**config.mk**
```make
export PLATFORM = sky130hd
export DESIGN_NAME = jlsr_lane_status_regs
export DESIGN_NICKNAME = d
export VERILOG_FILES = /design/src/jlsr_err_cmp.v /design/src/jlsr_page_mux.v /design/src/jlsr_lane_status_regs.v
export VERILOG_INCLUDE_DIRS = /design/src
export SDC_FILE = /design/constraint.sdc
export NUM_CORES = 1
export LEC_CHECK = 0
export BUFFER_PORTS_ARGS = -buffer_cell sky130_fd_sc_hd__buf_2
export CORE_MARGIN = 8
export CORE_UTILIZATION = 42
export CTS_BUF_LIST = sky130_fd_sc_hd__clkbuf_8
export CTS_CLUSTER_SIZE = 20
export DETAILED_ROUTE_END_ITERATION = 8
export PLACE_DENSITY = 0.82
export SYNTH_ARGS = -nofsm -noshare
export SYNTH_HDL_FRONTEND = slang
export SYNTH_SLANG_ARGS = --single-unit
export TNS_END_PERCENT = 20
```
**constraint.sdc**
```tcl
create_clock -name clk_sys_i -period 2.6 [get_ports clk_sys_i]
set_input_delay 0.26 -clock clk_sys_i [delete_from_list [all_inputs] [get_ports clk_sys_i]]
set_output_delay 0.26 -clock clk_sys_i [all_outputs]
set_load 0.005 [all_outputs]
```
**src/jlsr_defs.vh**
```
`ifndef JLSR_DEFS_VH
`define JLSR_DEFS_VH

// ----------------------------------------------------------------
// Register indices (byte address is four times the index)
// ----------------------------------------------------------------
`define JLSR_IDX_LINK_PAGE 12'h300
`define JLSR_IDX_LANE4 12'h4b4
`define JLSR_IDX_LANE5 12'h4b5
`define JLSR_IDX_ERR_THRESH 12'h4a0

// ----------------------------------------------------------------
// Field positions
// ----------------------------------------------------------------
`define JLSR_BIT_DISPARITY 7
`define JLSR_BIT_INVALID_SYM 6
`define JLSR_BIT_STRAY_CTRL 5
`define JLSR_BIT_DESKEW 4
`define JLSR_BIT_INIT_ALIGN 3
`define JLSR_BIT_CHECKSUM 2
`define JLSR_BIT_FRAME 1
`define JLSR_BIT_CODEGROUP 0
`define JLSR_PAGE_LSB 0

// ----------------------------------------------------------------
// Widths and reset values
// ----------------------------------------------------------------
`define JLSR_NUM_LINKS 2
`define JLSR_PAGE_W 1
`define JLSR_CNT_W 8
`define JLSR_NUM_ERR 3
`define JLSR_BASE_W 5
`define JLSR_RST_STATUS 8'h00
`define JLSR_RST_PAGE 1'h0
`define JLSR_RST_THRESH 8'h10

`endif

```
**src/jlsr_err_cmp.v**
```verilog
`timescale 1ns/10ps

// ----------------------------------------------------------------
// Error count against threshold, one comparator per counter
// ----------------------------------------------------------------
module jlsr_err_cmp #(
  parameter NUM = 3,
  parameter CW = 8
) (
  input wire [NUM*CW-1:0] count_i,
  input wire [CW-1:0] threshold_i,
  output wire [NUM-1:0] over_o
);

  genvar g;
  generate
    for (g = 0; g < NUM; g = g + 1) begin : g_cmp
      assign over_o[g] = (count_i[g*CW +: CW] >= threshold_i);
    end
  endgenerate

endmodule // jlsr_err_cmp

```
**src/jlsr_page_mux.v**
```verilog
`timescale 1ns/10ps

// ----------------------------------------------------------------
// Picks the status word of the paged link
// ----------------------------------------------------------------
module jlsr_page_mux #(
  parameter NUM_LINKS = 2,
  parameter SEL_W = 1,
  parameter W = 34
) (
  input wire [NUM_LINKS*W-1:0] bus_i,
  input wire [SEL_W-1:0] sel_i,
  output reg [W-1:0] word_o
);

  integer k;

  always @* begin
    word_o = {W{1'b0}};
    for (k = 0; k < NUM_LINKS; k = k + 1) begin
      if (sel_i == k[SEL_W-1:0]) begin
        word_o = bus_i[k*W +: W];
      end
    end
  end

endmodule // jlsr_page_mux

```
**src/jlsr_lane_status_regs.v**
```verilog
// Function
// - Lane4 bit4 reads deskew achieved
// - Lane4 bit3 reads initial lane alignment
// - Lane4 bit2 reads configuration checksum correct
// - Lane4 bit1 reads frame alignment held
// - Lane4 bit0 reads code-group sync achieved
// - Lane5 bit7 set when disparity count >= threshold
// - Lane5 bit6 set when invalid-symbol count >= threshold
// - Lane5 bit5 set when stray-control count >= threshold
// - Lane5 bit4 reads deskew achieved
// - Lane5 bit3 reads initial lane alignment
// - Lane5 bit2 reads configuration checksum correct
// - All status follows link page select
// - Lane5 bits1,0 read frame, code-group sync
`timescale 1ns/10ps
`include "jlsr_defs.vh"

module jlsr_lane_status_regs #(
  parameter NUM_LINKS = `JLSR_NUM_LINKS,
  parameter PAGE_W = `JLSR_PAGE_W,
  parameter CNT_W = `JLSR_CNT_W
) (
  input wire clk_sys_i,
  input wire rst_i,
  // APB slave
  input wire psel_i,
  input wire penable_i,
  input wire pwrite_i,
  input wire [15:0] paddr_i,
  input wire [31:0] pwdata_i,
  input wire [3:0] pstrb_i,
  output wire pready_o,
  output wire [31:0] prdata_o,
  output wire pslverr_o,
  // Per-link lane 4 status: {deskew,init_align,checksum,frame,codegroup}
  input wire [NUM_LINKS*`JLSR_BASE_W-1:0] lane4_status_i,
  // Per-link lane 5 status, same order
  input wire [NUM_LINKS*`JLSR_BASE_W-1:0] lane5_status_i,
  // Per-link lane 5 counts: {stray_control,invalid_symbol,disparity}
  input wire [NUM_LINKS*`JLSR_NUM_ERR*CNT_W-1:0] lane5_err_count_i,
  // Currently paged link
  output wire [PAGE_W-1:0] link_page_o
);

  // ----------------------------------------------------------------
  // Local widths
  // ----------------------------------------------------------------
  localparam BW = `JLSR_BASE_W;
  localparam EW = `JLSR_NUM_ERR * CNT_W;
  localparam LW = 2 * BW + EW;

  // ----------------------------------------------------------------
  // Software state
  // ----------------------------------------------------------------
  reg [PAGE_W-1:0] link_page_r;
  reg [PAGE_W-1:0] link_page_nxt;
  reg [CNT_W-1:0] error_threshold_r;
  reg [CNT_W-1:0] error_threshold_nxt;

  // ----------------------------------------------------------------
  // Status registers
  // ----------------------------------------------------------------
  reg [7:0] lane_four_link_health_r;
  reg [7:0] lane_four_link_health_nxt;
  reg [7:0] lane_five_link_health_r;
  reg [7:0] lane_five_link_health_nxt;

  // ----------------------------------------------------------------
  // Bus answer registers
  // ----------------------------------------------------------------
  reg [31:0] prdata_r;
  reg [31:0] prdata_nxt;
  reg pslverr_r;
  reg pslverr_nxt;

  // ----------------------------------------------------------------
  // Pack each link's status into one word for the page mux
  // ----------------------------------------------------------------
  wire [NUM_LINKS*LW-1:0] link_bus;
  wire [LW-1:0] paged_word;

  genvar g;
  generate
    for (g = 0; g < NUM_LINKS; g = g + 1) begin : g_pack
      assign link_bus[g*LW +: LW] = {lane5_err_count_i[g*EW +: EW],
                                     lane5_status_i[g*BW +: BW],
                                     lane4_status_i[g*BW +: BW]};
    end
  endgenerate

  jlsr_page_mux #(
    .NUM_LINKS(NUM_LINKS),
    .SEL_W(PAGE_W),
    .W(LW)
  ) u_page_mux (
    .bus_i(link_bus),
    .sel_i(link_page_r),
    .word_o(paged_word)
  );

  wire [BW-1:0] lane4_sel;
  wire [BW-1:0] lane5_sel;
  wire [EW-1:0] lane5_cnt_sel;
  wire [`JLSR_NUM_ERR-1:0] lane5_over;

  assign lane4_sel = paged_word[BW-1:0];
  assign lane5_sel = paged_word[2*BW-1:BW];
  assign lane5_cnt_sel = paged_word[LW-1:2*BW];

  // ----------------------------------------------------------------
  // Error counts against the threshold
  // ----------------------------------------------------------------
  jlsr_err_cmp #(
    .NUM(`JLSR_NUM_ERR),
    .CW(CNT_W)
  ) u_err_cmp (
    .count_i(lane5_cnt_sel),
    .threshold_i(error_threshold_r),
    .over_o(lane5_over)
  );

  // ----------------------------------------------------------------
  // Lane four fields of the paged link
  // ----------------------------------------------------------------
  wire lane4_deskew_ok;
  wire lane4_initial_align_ok;
  wire lane4_checksum_ok;
  wire lane4_frame_lock;
  wire lane4_codegroup_lock;

  assign lane4_deskew_ok = lane4_sel[4];
  assign lane4_initial_align_ok = lane4_sel[3];
  assign lane4_checksum_ok = lane4_sel[2];
  assign lane4_frame_lock = lane4_sel[1];
  assign lane4_codegroup_lock = lane4_sel[0];

  // ----------------------------------------------------------------
  // Lane five fields of the paged link
  // ----------------------------------------------------------------
  wire lane5_disparity_err_flag;
  wire lane5_invalid_symbol_flag;
  wire lane5_stray_control_flag;
  wire lane5_deskew_ok;
  wire lane5_initial_align_ok;
  wire lane5_checksum_ok;
  wire lane5_frame_lock;
  wire lane5_codegroup_lock;

  assign lane5_disparity_err_flag = lane5_over[0];
  assign lane5_invalid_symbol_flag = lane5_over[1];
  assign lane5_stray_control_flag = lane5_over[2];
  assign lane5_deskew_ok = lane5_sel[4];
  assign lane5_initial_align_ok = lane5_sel[3];
  assign lane5_checksum_ok = lane5_sel[2];
  assign lane5_frame_lock = lane5_sel[1];
  assign lane5_codegroup_lock = lane5_sel[0];

  // ----------------------------------------------------------------
  // Status register next values
  // ----------------------------------------------------------------
  always @* begin
    lane_four_link_health_nxt = `JLSR_RST_STATUS;
    lane_four_link_health_nxt[`JLSR_BIT_DESKEW] =
      lane4_deskew_ok;
    lane_four_link_health_nxt[`JLSR_BIT_INIT_ALIGN] =
      lane4_initial_align_ok;
    lane_four_link_health_nxt[`JLSR_BIT_CHECKSUM] =
      lane4_checksum_ok;
    lane_four_link_health_nxt[`JLSR_BIT_FRAME] =
      lane4_frame_lock;
    lane_four_link_health_nxt[`JLSR_BIT_CODEGROUP] =
      lane4_codegroup_lock;
  end

  always @* begin
    lane_five_link_health_nxt = `JLSR_RST_STATUS;
    lane_five_link_health_nxt[`JLSR_BIT_DISPARITY] =
      lane5_disparity_err_flag;
    lane_five_link_health_nxt[`JLSR_BIT_INVALID_SYM] =
      lane5_invalid_symbol_flag;
    lane_five_link_health_nxt[`JLSR_BIT_STRAY_CTRL] =
      lane5_stray_control_flag;
    lane_five_link_health_nxt[`JLSR_BIT_DESKEW] =
      lane5_deskew_ok;
    lane_five_link_health_nxt[`JLSR_BIT_INIT_ALIGN] =
      lane5_initial_align_ok;
    lane_five_link_health_nxt[`JLSR_BIT_CHECKSUM] =
      lane5_checksum_ok;
    lane_five_link_health_nxt[`JLSR_BIT_FRAME] =
      lane5_frame_lock;
    lane_five_link_health_nxt[`JLSR_BIT_CODEGROUP] =
      lane5_codegroup_lock;
  end

  // Status bits are never loaded from the bus
  always @(posedge clk_sys_i) begin
    if (rst_i) begin
      lane_four_link_health_r <= `JLSR_RST_STATUS;
      lane_five_link_health_r <= `JLSR_RST_STATUS;
    end else begin
      lane_four_link_health_r <= lane_four_link_health_nxt;
      lane_five_link_health_r <= lane_five_link_health_nxt;
    end
  end

  // ----------------------------------------------------------------
  // APB decode
  // ----------------------------------------------------------------
  wire setup_phase;
  wire access_phase;
  wire aligned;
  wire [11:0] word_idx;
  wire hit_page;
  wire hit_thresh;
  wire hit_lane4;
  wire hit_lane5;
  wire hit_any;
  wire in_window;

  assign setup_phase = psel_i & ~penable_i;
  assign access_phase = psel_i & penable_i;
  assign aligned = (paddr_i[1:0] == 2'h0);
  assign word_idx = paddr_i[13:2];
  assign hit_page = aligned & (word_idx == `JLSR_IDX_LINK_PAGE);
  assign hit_thresh = aligned & (word_idx == `JLSR_IDX_ERR_THRESH);
  assign hit_lane4 = aligned & (word_idx == `JLSR_IDX_LANE4);
  assign hit_lane5 = aligned & (word_idx == `JLSR_IDX_LANE5);
  // Upper address bits must be clear, else the word index aliases
  assign in_window = (paddr_i[15:14] == 2'h0);
  assign hit_any = in_window &
                   (hit_page | hit_thresh | hit_lane4 | hit_lane5);

  // ----------------------------------------------------------------
  // Writable control registers
  // ----------------------------------------------------------------
  wire wr_take;
  assign wr_take = access_phase & pwrite_i & pstrb_i[0] & hit_any;

  always @* begin
    link_page_nxt = link_page_r;
    error_threshold_nxt = error_threshold_r;
    if (wr_take & hit_page) begin
      link_page_nxt = pwdata_i[`JLSR_PAGE_LSB +: PAGE_W];
    end
    if (wr_take & hit_thresh) begin
      error_threshold_nxt = pwdata_i[CNT_W-1:0];
    end
  end

  always @(posedge clk_sys_i) begin
    if (rst_i) begin
      link_page_r <= `JLSR_RST_PAGE;
      error_threshold_r <= `JLSR_RST_THRESH;
    end else begin
      link_page_r <= link_page_nxt;
      error_threshold_r <= error_threshold_nxt;
    end
  end

  // ----------------------------------------------------------------
  // Read data and error, prepared in the setup cycle
  // ----------------------------------------------------------------
  always @* begin
    prdata_nxt = prdata_r;
    pslverr_nxt = pslverr_r;
    if (setup_phase) begin
      prdata_nxt = 32'h00000000;
      pslverr_nxt = ~hit_any;
      if (~pwrite_i & hit_any) begin
        if (hit_page) begin
          prdata_nxt[`JLSR_PAGE_LSB +: PAGE_W] = link_page_r;
        end
        if (hit_thresh) begin
          prdata_nxt[CNT_W-1:0] = error_threshold_r;
        end
        if (hit_lane4) begin
          prdata_nxt[7:0] = lane_four_link_health_r;
        end
        if (hit_lane5) begin
          prdata_nxt[7:0] = lane_five_link_health_r;
        end
      end
    end
  end

  always @(posedge clk_sys_i) begin
    if (rst_i) begin
      prdata_r <= 32'h00000000;
      pslverr_r <= 1'b0;
    end else begin
      prdata_r <= prdata_nxt;
      pslverr_r <= pslverr_nxt;
    end
  end

  // ----------------------------------------------------------------
  // Outputs
  // ----------------------------------------------------------------
  assign pready_o = access_phase;
  assign prdata_o = prdata_r;
  assign pslverr_o = pslverr_r & access_phase;
  assign link_page_o = link_page_r;

endmodule // jlsr_lane_status_regs

```
; Word level (Yosys, flattened, before mapping)
; Index checks and enable logic that the tools add are counted.
; Widths: inputs -> output; s select.
[word_totals]
wordCells = 42
in_bits = 125
output_inout_bits = 35
regBits = 34
[classes]
eq_ne = 4
bitwise = 20
muxes = 6
order_cmp = 3
n_reduce_logical = 2
[ops]
columns = cell, count
row1 = $eq 12x11->1 const B, 3
row2 = $mux 34, 1
row3 = $mux 8, 4
row4 = $ge 8x8->1, 3
row5 = $and 1x1->1, 14
row6 = $eq 12x10->1 const B, 1
row7 = $logic_not 2->1, 2
row8 = $not 1->1, 3
row9 = $or 1x1->1, 3
row10 = $mux 1, 1

; Depth between registers and ports, before layout
[logic_depth]
depth_word = 8
ltp_mapped = 9
ltp_nobuf = 7

; Hierarchy
; Synthesis repeated with hierarchy kept, for this count alone.
[hier_totals]
hier_cells = 278
area_unflattened_um2 = 2667.6
[by_module_without_submodules]
columns = module, area_each_um2, cells_per_inst, seq_area_each_um2, n_inst
row1 = jlsr_lane_status_regs, 1560.2, 179, 620.6, 1
row2 = jlsr_page_mux, 566.8, 38, 0.0, 1
row3 = jlsr_err_cmp, 540.5, 61, 0.0, 1

; Worst setup path after synthesis
; Ideal clock, no wire load.
[synth_path]
path_type = reg2reg
from = register link_page_r, in the netlist link_page_o
to = register lane_five_link_health_r[7]
arrival_time_ns = 2.117
setup_time_ns = 0.134
path_stages_with_launch = 8
path_buffers = 2
t_required_ns = 2.466
synth_period_minus_slack_ns = 2.250
slack_ns = 0.350
path_cell_list = dfxtp_1 > clkbuf_1 > buf_1 > mux2_2 > ha_1 > a21o_1 > a211oi_1 > a211oi_1
[synth_via]
elab_chain_cells = 2
[synth_lines]
columns = element, line_no
row1 = start: declaration, jlsr_lane_status_regs.v:55  ; reg [PAGE_W-1:0] link_page_r;
row2 = start signal: assignment, jlsr_lane_status_regs.v:252  ; link_page_r <= `JLSR_RST_PAGE;
row3 = start signal: assignment, jlsr_lane_status_regs.v:255  ; link_page_r <= link_page_nxt;
row4 = $mux 34, jlsr_page_mux.v:21  ; if (sel_i == k[SEL_W-1:0]) begin
row5 = $ge 8x8->1, jlsr_err_cmp.v:18  ; assign over_o[g] = (count_i[g*CW +: CW] >= threshold_i);
row6 = end signal: assignment, jlsr_lane_status_regs.v:199  ; lane_five_link_health_r <= `JLSR_RST_STATUS;
row7 = end signal: assignment, jlsr_lane_status_regs.v:202  ; lane_five_link_health_r <= lane_five_link_health_nxt;
row8 = end: declaration, jlsr_lane_status_regs.v:65  ; reg [7:0] lane_five_link_health_r;
; Every way passes these cells.
; A chain may end at the register's enable or synchronous reset.

; Worst setup path after layout
; Ends and elaborated chain as after synthesis.

==> summary.md <==
| Metric | Value |
|---|---|
| Status | complete, no violations |
| RSZ-0062 raised after global routing | false |
| Peak supply drop | 203 uV |
| Antenna Violating Nets Remaining | 0 |
| Post-Place Setup Slack | 0.423 ns |
| Total Die Area | 7890 sq um |
| Worst-Skew Late Latency | 0.27 ns |
| Most area-consuming cells after synthesis | dfxtp_1 (28%), ha_1 (13%), mux2_2 (11%) |
| Buffers inserted during post-CTS setup optimization | 0 |
| Total setup violations reported at the end of the flow | 0 |
| Clock-pin transition on the worst setup and hold timing paths | 0.06 ns |
| Die width | 88.8 microns |
| Area Overhead vs Synth | 28.6% |
| Core box area | 5110 sq um |
| CTS tree | built |
| Proportion of synthesized flip-flops having asynchronous set or reset | 0 |
| Buffer type at the clock tree root | clkbuf_8 |
| Largest buffer count on any clock path | 2 |
| Kind of start point of the critical path | flip-flop |
| Maximum number of pins on one net before global-route repair | 27 |
| DRT Wirelength | 6150 microns |
| Pleak | 1.35 nW |
| Register bit total from synthesis | 31 |
| Hold crit path type | input port to flip-flop |
| Power per Cell Area | 348 nW/um^2 |
| Sequential standard cell area | 622 sq um |
| Synth cell types | 35 |
| Yosys top cell area share | 0.279 |
| Violation count after the first detailed-route iteration | 60 |
| Quantity of I/O buffers inserted on ports | 108 |
| Final hold vios | 0 |
| Via total after detailed routing | 2063 |
| Area used by multi-input combinational logic | 1440 sq um |
| Synthesized instance count | 238 |
| Share of synthesized area occupied by flip-flops and latches | 0.279 |
| Initial antenna violation count | 0 |
| Library cell occupying the most area in the post-synthesis netlist | dfxtp_1 |
| R2r setup slk | 0.47 ns |
| Synthesized area per cell | 9.35 sq um |
| GRT overflow | 0 |
| Number of global-route vias before repair | 2281 |
| DRC errors left | 0 |
| Worst R2R Path Depth | 6 |
| Max_slew headroom | 0.607 |
| Die Y | 88.8 microns |
| Clock Sink Count | 31 |
| Row count | 26 |
| Crit-path max FO | 26 |
| Share of cells above drive strength 1 | 0.426 |
| Final slew viol count | 0 |
| First drt pass iteration count | 4 |
| Fill cells | 488 |
| Gpl congestion | 0.800 |
| Min setup slack post-route | 0.469 ns |
| Total number of yosys warnings | 0 |
| First-pass GRT wire length | 9870 microns |
| Post-synth EDFFs | 0 |
| Fin crit share | 0.820 |
| Detailed placement HPWL | 5270 microns |
| WP data required | 2.79 ns |
| Initial standard-cell utilization of the core | 0.436 |
| Resized cells post-CTS | 0 |
| Average routed wire per standard cell | 14.6 microns |
| Clock buffers created by TritonCTS | 5 |
| Number of maximum-capacitance violations | 0 |
| Crit Path Category | flip-flop to flip-flop |
| H-tree lvl count | 2 |
| Startpoint of the worst-slack reg-to-reg timing path | link_page_o |
| Accumulated negative setup slack | 0 ns |
| Kind of end point of the critical path | flip-flop |
| Top Ports | 160 |
| All-layer global routing usage | 0.160 |
| Capture point of the worst reg-to-reg path | lane_five_link_health_r[7] |
| Upper clock frequency limit | 469 MHz |
| Cell area after technology mapping | 2230 sq um |
| Data arrival time at the worst-slack endpoint | 2.32 ns |
| Number of hold-repair buffers added at the cts stage | 0 |
| Clock Skew | 0.00608 ns |
| Crit path launch | link_page_o |
| Measured slew at the worst slew-check pin | 0.590 ns |
| Critical path destination | lane_five_link_health_r[7] |
| Post-layout min period | 2.13 ns |
| Routed via count divided by cell count | 4.89 |
| Antenna diode instance count | 0 |
| Most used flip-flop cell after synthesis | dfxtp_1 |
| Total Nets Final | 500 |
| Power consumption | 0.995 mW |
[stage by stage]
step | utilization | cell area [sq um] | hold slack [ns] | instances
finish | 0.560 | 2860 | 0.196 | 422
global route | 0.560 | 2860 | 0.189 | 422
CTS | 0.560 | 2860 | 0.189 | 422
detailed placement | 0.544 | 2780 | 0.441 | 414
global placement | 0.544 | 2780 | 0.434 | 414
floorplan | - | 2310 | 0.378 | 261
[sequential cells by signal (all words and copies together), names as in the netlist]
name	cells
error_threshold_r	8
lane_five_link_health_r	8
lane_four_link_health_r	5
link_page_o	1
prdata_o	8
pslverr_r	1
[power by group]
| part | internal (mW) | switching (mW) | total [mW] |
|---|---|---|---|
| Combinational | 0.0924 | 0.0744 | 0.167 |
| Clock | 0.179 | 0.157 | 0.336 |
| Sequential | 0.488 | 0.00374 | 0.492 |
[worst max-delay path: stages, from the launching register on]
cell and delay, ns:
dfxtp_2 0.70, mux2_2 0.41, ha_1 0.27, a21boi_0 0.17, o21ai_0 0.14, a21o_1 0.19
a211oi_1 0.18
[cells in the final DEF (no fill, tap or decap), types with 6 or more instances in the layout]
| cell | synthesis | final |
|---|---|---|
| ha_1 | 24 | 24 |
| nand2_1 | 9 | 9 |
| buf_2 | 0 | 108 |
| buf_4 | 24 | 6 |
| conb_1 | 1 | 24 |
| o21ai_1 | 6 | 6 |
| dfxtp_1 | 31 | 30 |
| a21o_1 | 6 | 6 |
| mux2_2 | 22 | 22 |
| inv_1 | 11 | 13 |
| a211oi_1 | 6 | 6 |
| mux2i_1 | 21 | 21 |
| nor2_1 | 31 | 31 |
[cell usage after synthesis, types with 2 or more instances]
| cell | number |
|---|---|
| a211oi_1 | 6 |
| a21boi_0 | 3 |
| a21o_1 | 6 |
| a222oi_1 | 5 |
| a22oi_1 | 3 |
| and2_1 | 2 |
| buf_4 | 24 |
| clkbuf_1 | 6 |
| dfxtp_1 | 31 |
| ha_1 | 24 |
| inv_1 | 11 |
| mux2_2 | 22 |
| mux2i_1 | 21 |
| nand2_1 | 9 |
| nor2_1 | 31 |
| nor3_1 | 2 |
| nor4_2 | 2 |
| o2111ai_1 | 3 |
| o21ai_0 | 5 |
| o21ai_1 | 6 |
| or4_4 | 2 |
[layout make-up]
cell class	count	share of cell area
clock buffer	5	0.0240
clock inverter	3	0.00437
inverter	11	0.0144
multi-input combinational	188	0.505
sequential	31	0.217
tap	70	0.0306
timing repair buffer	114	0.205
[logic make-up (layout without fill, tap and decap cells)]
group	after synthesis	after routing	share of synthesized area
simple gates	56	56	0.130
mux	43	43	0.206
buf+inv	42	133	0.111
compound gates	41	41	0.137
flops	31	31	0.279
fa+ha+maj	24	24	0.135
other cells	1	24	0.00168
[routing by layer]
layer  vias to the layer above  GRT usage  wire length, microns
li1                       1040          -                     -
met2                        78      0.290                  3160
met3                        17     0.0436                   467
met5                         -          0                     0
met1                       928      0.164                  2340
met4                         0     0.0783                   179
[worst min-delay path by stage]
stage / start / to / slack [ns] / cells after the start
6_report: pwdata_i[4] / error_threshold_r[4] / 0.20 / 2
5_1_grt: pwdata_i[4] / error_threshold_r[4] / 0.19 / 2
4_1_cts: pwdata_i[4] / error_threshold_r[4] / 0.19 / 2
3_5_place_dp: prdata_o[1] / prdata_o[1] / 0.44 / 2
3_3_place_gp: prdata_o[3] / prdata_o[3] / 0.43 / 2
2_1_floorplan: pwdata_i[4] / error_threshold_r[4] / 0.38 / 1
No activity file was read; power rests on OpenSTA's default activity.
